<file path="config.mk">
export PLATFORM = sky130hd
export DESIGN_NAME = hies_top
export DESIGN_NICKNAME = d
export VERILOG_FILES = /design/src/rtl/hies_pkg.sv /design/src/rtl/hies_top.sv
export VERILOG_INCLUDE_DIRS = /design/src /design/src/rtl
export SDC_FILE = /design/constraint.sdc
export NUM_CORES = 1
export LEC_CHECK = 0
export BUFFER_PORTS_ARGS = -buffer_cell sky130_fd_sc_hd__buf_2
export CELL_PAD_IN_SITES_DETAIL_PLACEMENT = 1
export CELL_PAD_IN_SITES_GLOBAL_PLACEMENT = 1
export CORE_ASPECT_RATIO = 1.4
export CORE_MARGIN = 2
export CORE_UTILIZATION = 35
export DETAILED_ROUTE_END_ITERATION = 10
export PLACE_DENSITY_LB_ADDON = 0.05
export SLEW_MARGIN = 30
export SYNTH_ARGS = -nofsm -noshare
export SYNTH_HDL_FRONTEND = slang
export SYNTH_SLANG_ARGS = --single-unit
export TNS_END_PERCENT = 50
</file>
<file path="constraint.sdc">
create_clock -name pclk -period 1.4 [get_ports pclk]
set_input_delay 0.42 -clock pclk [delete_from_list [all_inputs] [get_ports pclk]]
set_output_delay 0.42 -clock pclk [all_outputs]
set_load 0.02 [all_outputs]
</file>
<file path="src/rtl/hies_defines.svh">
// register indices, byte addresses, field positions and reset values
`ifndef HIES_DEFINES_SVH
`define HIES_DEFINES_SVH

`define HIES_IDX_ERR 8'h12
`define HIES_IDX_RXVEC 8'h24
`define HIES_IDX_TXVEC 8'h26
`define HIES_IDX_MASK 8'h2A
`define HIES_ADDR_ERR {2'b00, `HIES_IDX_ERR, 2'b00}
`define HIES_ADDR_RXVEC {2'b00, `HIES_IDX_RXVEC, 2'b00}
`define HIES_ADDR_TXVEC {2'b00, `HIES_IDX_TXVEC, 2'b00}
`define HIES_ADDR_MASK {2'b00, `HIES_IDX_MASK, 2'b00}

`define HIES_ERR_RESET 16'h0000
`define HIES_VEC_RESET 6'h00
`define HIES_MASK_RESET 8'h00
`define HIES_ERR_IMPL 16'h0FDB

`define HIES_BIT_FRAME_LOST 0
`define HIES_BIT_ILLEGAL_RECONFIG 1
`define HIES_BIT_BUFFER_BUSY 3
`define HIES_BIT_DOUBLE_LOCK 4
`define HIES_BIT_RX_LOCK 6
`define HIES_BIT_TX_LOCK 7
`define HIES_BIT_QUEUE_LOCK 8
`define HIES_BIT_EMPTY_QUEUE 9
`define HIES_BIT_UNLOCKED 10
`define HIES_BIT_DYN_LENGTH 11

`define HIES_NUM_BUFFERS 59

`endif

</file>
<file path="src/rtl/hies_pkg.sv">
// types shared by the host interface error and status block
package hies_pkg;
    typedef logic [15:0] hies_reg_type;
    typedef logic [5:0] hies_vec_type;
    typedef logic [7:0] hies_mask_type;
    typedef logic [58:0] hies_buf_type;
endpackage : hies_pkg

</file>
<file path="src/rtl/hies_top.sv">
// host interface error register, buffer interrupt vectors and slot counter mask
//
// Overview of operation
// - eight mask bits gate counter increment flags onto slot status summary interrupt
// - receive vector holds lowest receive buffer index with flag and enable set
// - any buffer flag change refreshes both vectors one microtick later
// - receive vector reads zero when no receive buffer is flagged and enabled
// - transmit vector holds lowest transmit buffer index with flag and enable set
// - transmit vector reads zero when no transmit buffer is flagged and enabled
// - both vectors clear on reset and on leaving configuration state
// - writing one clears an error bit, zero leaves it; conditions set it again
// - a device set in the same cycle as a host clear wins
// - reset clears the whole error register
// - recorded errors raise interrupt only when enabled; operation continues unchanged
// - frame lost flag bit 0 when locked receive buffer gets two valid frames
// - illegal dynamic to static reconfiguration ignored, flag bit 1
// - lock of device-held buffer refused, busy flag bit 3
// - lock of controller half of double buffer refused, flag bit 4
// - second receive buffer lock refused, flag bit 6
// - second transmit buffer lock refused, flag bit 7
// - queue buffer lock other than through buffer 0 refused, flag bit 8
// - lock of empty receive queue refused, flag bit 9
// - unlocked buffer access ignored and reads zero, flag bit 10
// - oversized dynamic payload length ignored, flag bit 11
`timescale 1ns/1ps
`include "hies_defines.svh"

module hies_top (
    input wire logic pclk,
    input wire logic presetn,
    input wire logic psel,
    input wire logic penable,
    input wire logic pwrite,
    input wire logic [11:0] paddr,
    input wire logic [31:0] pwdata,
    output logic [31:0] prdata,
    output logic pready,
    output logic pslverr,
    input wire logic [7:0] counter_increment_flags,
    output logic slot_status_summary_irq,
    input wire hies_pkg::hies_buf_type buffer_irq_flag,
    input wire hies_pkg::hies_buf_type buffer_irq_enable,
    input wire hies_pkg::hies_buf_type buffer_is_transmit,
    input wire logic microtick_tick,
    input wire logic in_config_state,
    input wire logic host_error_irq_enable,
    input wire logic frame_lost_event,
    input wire logic illegal_reconfig_event,
    input wire logic buffer_busy_event,
    input wire logic double_buffer_lock_event,
    input wire logic receive_lock_event,
    input wire logic transmit_lock_event,
    input wire logic queue_buffer_lock_event,
    input wire logic empty_queue_lock_event,
    input wire logic unlocked_access_event,
    input wire logic dynamic_length_event,
    output logic host_error_pending,
    output logic host_error_irq
);

    // lowest set bit index; zero when nothing is set
    function automatic hies_pkg::hies_vec_type hies_lowest(input hies_pkg::hies_buf_type v);
        hies_pkg::hies_vec_type idx;
        idx = `HIES_VEC_RESET;
        for (int i = `HIES_NUM_BUFFERS - 1; i >= 0; i--) begin
            if (v[i]) begin
                idx = 6'(i);
            end
        end
        return idx;
    endfunction : hies_lowest

    hies_pkg::hies_reg_type err_r;
    hies_pkg::hies_reg_type err_nxt;
    hies_pkg::hies_vec_type rx_vec_r;
    hies_pkg::hies_vec_type tx_vec_r;
    hies_pkg::hies_mask_type mask_r;
    hies_pkg::hies_buf_type flag_prev_r;
    hies_pkg::hies_buf_type ena_prev_r;
    logic pending_r;
    logic cfg_prev_r;
    logic [31:0] prdata_r;
    logic pready_r;
    logic pslverr_r;
    logic summary_r;
    logic err_any_r;
    logic err_irq_r;

    // bus decode; one wait state so read data comes from a flop
    wire access_w = psel & penable;
    wire first_w = access_w & ~pready_r;
    wire done_w = access_w & pready_r;
    wire sel_err_w = (paddr[11:0] == `HIES_ADDR_ERR);
    wire sel_rx_w = (paddr[11:0] == `HIES_ADDR_RXVEC);
    wire sel_tx_w = (paddr[11:0] == `HIES_ADDR_TXVEC);
    wire sel_mask_w = (paddr[11:0] == `HIES_ADDR_MASK);
    wire mapped_w = sel_err_w | sel_rx_w | sel_tx_w | sel_mask_w;
    wire wr_err_w = done_w & pwrite & sel_err_w;
    wire wr_mask_w = done_w & pwrite & sel_mask_w;

    // reserved positions always read zero
    wire [31:0] rd_mux_w = sel_err_w ? {16'h0000, err_r & `HIES_ERR_IMPL} :
                           sel_rx_w ? {26'h000_0000, rx_vec_r} :
                           sel_tx_w ? {26'h000_0000, tx_vec_r} :
                           sel_mask_w ? {24'h00_0000, mask_r} : 32'h0000_0000;

    // buffer vector candidates
    wire [58:0] rx_cand_w = buffer_irq_flag & buffer_irq_enable & ~buffer_is_transmit;
    wire [58:0] tx_cand_w = buffer_irq_flag & buffer_irq_enable & buffer_is_transmit;
    wire [5:0] rx_low_w = hies_lowest(rx_cand_w);
    wire [5:0] tx_low_w = hies_lowest(tx_cand_w);
    wire change_w = (buffer_irq_flag != flag_prev_r) | (buffer_irq_enable != ena_prev_r);
    wire refresh_w = microtick_tick & pending_r;
    wire leave_cfg_w = cfg_prev_r & ~in_config_state;
    wire pending_nxt = change_w | (pending_r & ~microtick_tick);

    // error condition pulses collected into their bit positions
    wire [15:0] err_set_w = {
        4'h0,
        dynamic_length_event,
        unlocked_access_event,
        empty_queue_lock_event,
        queue_buffer_lock_event,
        transmit_lock_event,
        receive_lock_event,
        1'b0,
        double_buffer_lock_event,
        buffer_busy_event,
        1'b0,
        illegal_reconfig_event,
        frame_lost_event
    };
    wire [15:0] err_clr_w = wr_err_w ? pwdata[15:0] : 16'h0000;

    // set beats clear so a coincident event is never lost
    assign err_nxt = ((err_r & ~err_clr_w) | err_set_w) & `HIES_ERR_IMPL;

    always_ff @(posedge pclk or negedge presetn) begin
        if (!presetn) begin
            err_r <= `HIES_ERR_RESET;
        end else begin
            err_r <= err_nxt;
        end
    end

    always_ff @(posedge pclk or negedge presetn) begin
        if (!presetn) begin
            mask_r <= `HIES_MASK_RESET;
        end else if (wr_mask_w) begin
            mask_r <= pwdata[7:0];
        end
    end

    always_ff @(posedge pclk or negedge presetn) begin
        if (!presetn) begin
            rx_vec_r <= `HIES_VEC_RESET;
            tx_vec_r <= `HIES_VEC_RESET;
        end else if (leave_cfg_w) begin
            rx_vec_r <= `HIES_VEC_RESET;
            tx_vec_r <= `HIES_VEC_RESET;
        end else if (refresh_w) begin
            rx_vec_r <= rx_low_w;
            tx_vec_r <= tx_low_w;
        end
    end

    // a change landing on the tick stays pending for the next refresh
    always_ff @(posedge pclk or negedge presetn) begin
        if (!presetn) begin
            pending_r <= 1'b0;
            flag_prev_r <= '0;
            ena_prev_r <= '0;
            cfg_prev_r <= 1'b0;
        end else begin
            pending_r <= pending_nxt;
            flag_prev_r <= buffer_irq_flag;
            ena_prev_r <= buffer_irq_enable;
            cfg_prev_r <= in_config_state;
        end
    end

    always_ff @(posedge pclk or negedge presetn) begin
        if (!presetn) begin
            summary_r <= 1'b0;
            err_any_r <= 1'b0;
            err_irq_r <= 1'b0;
        end else begin
            summary_r <= |(counter_increment_flags & mask_r);
            err_any_r <= |err_r;
            err_irq_r <= (|err_r) & host_error_irq_enable;
        end
    end

    always_ff @(posedge pclk or negedge presetn) begin
        if (!presetn) begin
            pready_r <= 1'b0;
            prdata_r <= 32'h0000_0000;
            pslverr_r <= 1'b0;
        end else begin
            pready_r <= first_w;
            if (first_w) begin
                prdata_r <= pwrite ? 32'h0000_0000 : rd_mux_w;
                pslverr_r <= ~mapped_w;
            end else begin
                prdata_r <= 32'h0000_0000;
                pslverr_r <= 1'b0;
            end
        end
    end

    assign prdata = prdata_r;
    assign pready = pready_r;
    assign pslverr = pslverr_r;
    assign slot_status_summary_irq = summary_r;
    assign host_error_pending = err_any_r;
    assign host_error_irq = err_irq_r;
endmodule : hies_top

</file>
==> reports/summary.txt, run 1 <==
DRC errors left - 0
Yosys reg bits - 167
Clock Tree Root - clkbuf_16
R2R depth - 8
Post-synth top cells - dfrtp_1 (167), nand2_1 (78), inv_1 (60)
P&R area growth vs syn - 61.9%
Total Routed Length - 42,700 µm
H-tree depth - 4
most frequent cell after synthesis - dfrtp_1
largest net degree at the start of global routing - 45
Starting Density - 0.358
Worst IR Drop VDD - 0.939 mV
status - finished, violations left
Hold Crit Class - input pin to register
Final GP Congestion - 0.941
critical path class - register to register
Static Leak - 6.91 nW
total core area - 0.0248 mm²
Worst-Margin Slew - 564 ps
post-route ant nets - 0
ranking of synthesized cells by area - dfrtp_1 (47%), xor2_1 (4.2%), nand2_1 (3.3%)
Worst-Skew Late Latency - 440 ps
hold_ws - 97.9 ps
register area share after synthesis - 0.472
DR iter-0 viols - 512
GR Util All Layers - 0.320
Worst setup SP type - register
fin crit share - 1.32
Slew Viols, Final - 0
design area - 0.0143 mm²
Final Net Count - 1,721
Critical Path End Type - register
post-route setup slack - -449 ps
Syn Area/Cell - 9.76 µm²
Mapped Cells - 907
WHS Path Cells - 1
RSZ-0062 raised after global routing - true
area leader, netlist - dfrtp_1
1st-pass router iterations - 5
Die Ht - 192 µm
Worst EP required - 1690 ps
Netlist cell types - 67
Area after DPL - 0.0126 mm²
CTS tree - yes
worst path cell trace - inv_2 > o22ai_4 > nor4_4 > buf_4 > nand4_1 > nor4_2 > buf_4 > nand4_1
DR vias - 9,806
flop2flop setup slack - -450 ps
ys flop type - dfrtp_1
final cell count without fillers - 1,801
dpl hpwl - 35,000 µm
number of instances in the placed design - 1,740
fraction of layout cells with a size suffix above 1 - 0.475
Final setup viols - 45
failing checks - negative setup slack
layout filler cell count - 2,876
I/O Pins - 284
fraction of registers with async set/reset - 1.00
Data arrival, critical path - 2140 ps
clock sinks - 167
first-pass GRT wire length - 62,800 µm
# port buffers - 243
antenna cells - 0
Synth top area share - 0.472
vias in the first global route - 10,700
clock slew seen by the registers of the worst setup and hold paths - 70 ps
TritonCTS Buffers - 17
post-route core utilization - 0.579
total power - 0.0134 W
Final min period - 1850 ps
cell area power density - 933 mW/mm²
Netlist Area Pre-Place - 0.00885 mm²
total die area - 0.0266 mm²
WL/cell - 23.7 µm
Die X - 138 µm
Max stage delay cell, worst path - dfrtp_1
grt total ovfl - 0
max cap viols - 0
Vias/cell - 5.44
initial antenna violation count - 0
cell row count - 68
Max-Slew Margin vs Limit - 0.620
fmax - 541 MHz
Fin. Hold Viols - 0
critical-path maximum fanout - 2
Worst Clk Skew - 4.95 ps
CP peak stage delay - 370 ps
YS warnings - 0
clk buf depth - 2
Post-synth EDFFs - 0
logic make-up after synthesis:
family,Yosys count,synth area share
AOI/OAI and AO/OA,201,0.167
other,1,0.000424
muxes,8,0.0136
and+or+nand+nor,386,0.242
xor gates and xnor gates,61,0.0603
DFF,167,0.472
buffers and inverters,83,0.0445
worst max-delay path: cells and delay by family (launching register included):
kind / cells / cell delay [ps]
compound gates: 1 / 90
buf+inv: 3 / 480
simple gates: 4 / 760
flops: 1 / 370
per-stage QoR:
stage	worst slack, ps	TNS [ps]
global placement	-868	-31260
floorplan	-691	-19940
detailed placement	-887	-32520
finish	-449	-10500
CTS	-464	-8810
global route	-519	-12580
power breakdown:
| part | total [W] | internal [W] | switching, W | leakage (nW) |
|---|---|---|---|---|
| logic | 0.00325 | 0.00153 | 0.00172 | 4.65 |
| registers | 0.00516 | 0.00504 | 0.000125 | 1.98 |
| clock network | 0.00496 | 0.00283 | 0.00213 | 0.281 |
routing by layer:
| metal | global-route usage | vias up | wire, µm |
|---|---|---|---|
| met3 | 0.0446 | 100 | 1610 |
| met2 | 0.605 | 316 | 22800 |
| li1 | - | 4483 | - |
| met5 | 0 | - | 0 |
| met1 | 0.338 | 4907 | 15600 |
| met4 | 0.188 | 0 | 2760 |
worst paths after layout:
check	start	endpoint
min	in_config_state	cfg_prev_r
max	flag_prev_r[5]	pending_r
min reg2reg	err_r[8]	err_r[8]
max reg2reg	flag_prev_r[5]	pending_r
min in group asynchronous	presetn	err_r[10]
max in group asynchronous	presetn	ena_prev_r[38]
layout make-up:
type | count | area (µm²) | area share
timing repair buffer | 551 | 3850 | 0.269
inverter | 61 | 234 | 0.0163
tap | 315 | 394 | 0.0275
multi-input combinational | 676 | 5080 | 0.354
clock buffer | 18 | 429 | 0.0299
clock inverter | 13 | 171 | 0.0120
sequential | 167 | 4180 | 0.292
registers in the layout, indices dropped and copies added, names as in the netlist, 6 cells and up:
register	cells
ena_prev_r	59
err_r	10
flag_prev_r	59
mask_r	8
prdata	12
rx_vec_r	6
tx_vec_r	6
cell usage in the layout, fill, tap and decap left out, types with 8 or more instances in the layout:
cell type	n
xnor2_1	19
dfrtp_1	167
and2_1	10
clkbuf_16	17
mux2_4	8
and3_1	15
nor4_1	15
buf_4	282
xor2_1	42
and3b_1	10
o21ai_0	16
nand3_1	48
a221oi_1	16
a21o_1	11
nor2_1	39
buf_6	40
o22ai_1	21
conb_1	20
inv_1	56
and3_4	11
nand4_1	28
nor2b_1	10
a21oi_1	19
nand3b_1	27
nand2_1	74
buf_2	217
nand2b_1	18
nor3_1	8
o2bb2ai_1	12
what timing repair did:
item,CTS,global route
pin swaps,62,20
setup endpoints to repair,47,54
gates resized for setup,163,44
hold endpoints to repair,19,0
setup buffers,22,9
hold buffers,1,0
Note: power is estimated with default switching activity, not from simulation.
==> inputs of run 2 (changes only) <==
--- a/config.mk
+++ b/config.mk
@@ -6,12 +6,14 @@
 export SDC_FILE = /design/constraint.sdc
 export NUM_CORES = 1
 export LEC_CHECK = 0
+export ABC_AREA = 1
 export BUFFER_PORTS_ARGS = -buffer_cell sky130_fd_sc_hd__buf_2
 export CELL_PAD_IN_SITES_DETAIL_PLACEMENT = 1
 export CELL_PAD_IN_SITES_GLOBAL_PLACEMENT = 1
 export CORE_ASPECT_RATIO = 1.4
 export CORE_MARGIN = 2
-export CORE_UTILIZATION = 35
+export CORE_UTILIZATION = 34
+export CTS_BUF_LIST = sky130_fd_sc_hd__clkbuf_4
 export DETAILED_ROUTE_END_ITERATION = 10
 export PLACE_DENSITY_LB_ADDON = 0.05
 export SLEW_MARGIN = 30
==> reports/summary.txt, run 2 <==
cell area power density - 754 mW/mm² (was 933 mW/mm²)
Post-synth EDFFs - 0 (unchanged)
Synth top area share - 0.465 (was 0.472)
Area after DPL - 0.0132 mm² (was 0.0126 mm²)
Psw - 0.00403 W (was 0.00397 W)
Fin Setup TNS - -11,160 ps (was -10,500 ps)
DRC errors left - 0 (unchanged)
RSZ-0062 raised after global routing - true (unchanged)
Total Routed Length - 47,000 µm (was 42,700 µm)
grt total ovfl - 0 (unchanged)
clk buf depth - 2 (unchanged)
post-route setup slack - -1930 ps (was -449 ps)
post-route ant nets - 0 (unchanged)
fraction of layout cells with a size suffix above 1 - 0.394 (was 0.475)
Max-Slew Margin vs Limit - 0.610 (was 0.620)
Worst-Margin Slew - 585 ps (was 564 ps)
cell row count - 70 (was 68)
YS warnings - 0 (unchanged)
Worst setup SP type - input pin (was register)
first-pass GRT wire length - 68,100 µm (was 62,800 µm)
I/O Pins - 284 (unchanged)
total core area - 0.0261 mm² (was 0.0248 mm²)
P&R area growth vs syn - 72.7% (was 61.9%)
# port buffers - 243 (unchanged)
Starting Density - 0.344 (was 0.358)
status - finished, violations left (unchanged)
hold_ws - 43.2 ps (was 97.9 ps)
Fin. Hold Viols - 0 (unchanged)
initial antenna violation count - 1 (was 0)
number of instances in the placed design - 2,095 (was 1,740)
critical path class - input pin to register (was register to register)
fmax - 301 MHz (was 541 MHz)
CP peak stage delay - 110 ps (was 370 ps)
Data arrival, critical path - 3860 ps (was 2140 ps)
dpl hpwl - 36,400 µm (was 35,000 µm)
Hold Crit Class - input pin to register (unchanged)
Final Net Count - 2,159 (was 1,721)
Final min period - 3330 ps (was 1850 ps)
area leader, netlist - dfrtp_1 (unchanged)
register area share after synthesis - 0.465 (was 0.472)
largest net degree at the start of global routing - 42 (was 45)
failing checks - negative setup slack (unchanged)
Vias/cell - 4.95 (was 5.44)
register share of total power - 0.440 (was 0.386)
clock slew seen by the registers of the worst setup and hold paths - 150 ps (was 70 ps)
Worst-Skew Late Latency - 630 ps (was 440 ps)
Comb power frac - 0.304 (was 0.243)
fraction of registers with async set/reset - 1.00 (unchanged)
total die area - 0.0278 mm² (was 0.0266 mm²)
Max stage delay cell, worst path - buf_8 (was dfrtp_1)
commonest non-fill, non-tap cell in the layout - buf_4 (unchanged)
clock sinks - 167 (unchanged)
Final setup viols - 30 (was 45)
final cell count without fillers - 2,250 (was 1,801)
Die X - 141 µm (was 138 µm)
total power - 0.0117 W (was 0.0134 W)
Critical Path End Type - register (unchanged)
hold_sp - buffer_irq_flag[2] (was in_config_state)
DR vias - 11,100 (was 9,806)
Worst R2R Start - ena_prev_r[52] (was flag_prev_r[5])
most frequent cell after synthesis - nand2_1 (was dfrtp_1)
H-tree depth - 4 (unchanged)
design area - 0.0155 mm² (was 0.0143 mm²)
Static Leak - 8.24 nW (was 6.91 nW)
Die Ht - 196 µm (was 192 µm)
max cap viols - 0 (unchanged)
CP dominant cell by count - nand2_1
Netlist cell types - 46 (was 67)
Syn Area/Cell - 7.53 µm² (was 9.76 µm²)
Yosys reg bits - 167 (unchanged)
Post-synth top cells - nand2_1 (342), inv_1 (209), dfrtp_1 (167) (was dfrtp_1 (167), nand2_1 (78), inv_1 (60))
ranking of synthesized cells by area - dfrtp_1 (46%), nand2_1 (14%), inv_1 (8.7%) (was dfrtp_1 (47%), xor2_1 (4.2%), nand2_1 (3.3%))
TritonCTS Buffers - 17 (unchanged)
Worst IR Drop VDD - 0.515 mV (was 0.939 mV)
fin crit share - 2.38 (was 1.32)
1st-pass router iterations - 4 (was 5)
WL/cell - 20.9 µm (was 23.7 µm)
Final GP Congestion - 0.931 (was 0.941)
DR iter-0 viols - 289 (was 512)
Netlist Area Pre-Place - 0.00899 mm² (was 0.00885 mm²)
Mapped Cells - 1,194 (was 907)
GR Util All Layers - 0.334 (was 0.320)
Sw Share - 0.344 (was 0.297)
clock power share - 0.256 (was 0.371)
ys flop type - dfrtp_1 (unchanged)
Pint - 0.00768 W (was 0.00940 W)
Clock Tree Root - clkbuf_4 (was clkbuf_16)
Worst EP required - 1930 ps (was 1690 ps)
Slew Viols, Final - 0 (unchanged)
Worst Clk Skew - 24.8 ps (was 4.95 ps)
most frequent cells in the layout - buf_4 (333), nand2_1 (320), buf_2 (213) (was buf_4 (282), buf_2 (217), dfrtp_1 (167))
vias in the first global route - 12,300 (was 10,700)
critical-path maximum fanout - 2 (unchanged)
worst setup path start - buffer_irq_flag[57] (was flag_prev_r[5])
CTS tree - yes (unchanged)
-- run 2: cell types whose count changed in the layout (fill, tap and decap cells not counted), moves of 16 or more --
cell,before,now
nand4_1,28,11
nor3_1,8,31
nand3b_1,27,5
dlygate4sd3_1,1,103
clkbuf_4,1,19
nand2b_1,18,0
inv_1,56,194
xnor2_1,19,3
clkbuf_16,17,0
nand2_1,74,320
nor2_1,39,95
xor2_1,42,16
buf_4,282,333
-- run 2: layout make-up --
| cell class | count | area, µm² |
|---|---|---|
| antenna | 1 | 2.50 |
| tap | 324 | 405 |
| multi-input combinational | 812 | 4560 |
| timing repair buffer | 701 | 5260 |
| inverter | 213 | 838 |
| clock buffer | 19 | 143 |
| fill | 3303 | 10600 |
| clock inverter | 13 | 141 |
| sequential | 167 | 4180 |
-- run 2: timing repair --
action / CTS / global route
endpoints found under the setup margin: 31 / 46
resized for setup: 148 / 81
hold buffers: 100 / 3
buffers inserted: 26 / 8
hold endpoints to repair: 266 / 3
pin swaps: 60 / 59
-- run 2: power groups by stage --
stage | logic, W | clock network, W | registers, W
after floorplan | 0.00109 | 0 | 0.00521
final | 0.00356 | 0.00299 | 0.00516
after global placement | 0.00285 | 0 | 0.00523
after detailed placement | 0.00290 | 0 | 0.00524
after CTS | 0.00340 | 0.00307 | 0.00515
after global routing | 0.00385 | 0.00323 | 0.00518
-- run 2: worst max-delay path, delay by kind of cell --
kind	cells	cell delay, ps
simple gates	60	3290
buf+inv	1	110
-- run 2: kinds of logic (layout without fill, tap and decap cells) --
kind of cell / Yosys count / after routing / synth area share
AND/OR/NAND/NOR: 619 / 619 / 0.294
buffers and inverters: 234 / 946 / 0.106
AO/OA/AOI/OAI: 152 / 152 / 0.113
multiplexers: 2 / 2 / 0.00251
flip-flops: 167 / 167 / 0.465
other: 1 / 21 / 0.000417
XOR/XNOR: 19 / 19 / 0.0185
-- run 2: path summary, 6_finish.rpt --
check	end	slack (ps)	depth (start not counted)
max	tx_vec_r[0]	-1930	61
min	flag_prev_r[2]	40	2
max reg2reg	pending_r	-850	9
min reg2reg	tx_vec_r[0]	500	2
max in group asynchronous	prdata[3]	630	3
min in group asynchronous	prdata[10]	200	2
-- run 2: stage by stage --
stage / worst slack [ps] / utilization
finish: -1930 / 0.595
global route: -2380 / 0.595
CTS: -1780 / 0.585
detailed placement: -2520 / 0.507
global placement: -2490 / 0.507
floorplan: -1710 / -
-- run 2: routing by layer --
layer / up-vias / GRT usage / wire, µm
met1: 5409 / 0.317 / 15900
met5: - / 0 / 0
li1: 5276 / - / -
met3: 121 / 0.0391 / 1470
met2: 323 / 0.657 / 25700
met4: 0 / 0.230 / 3880
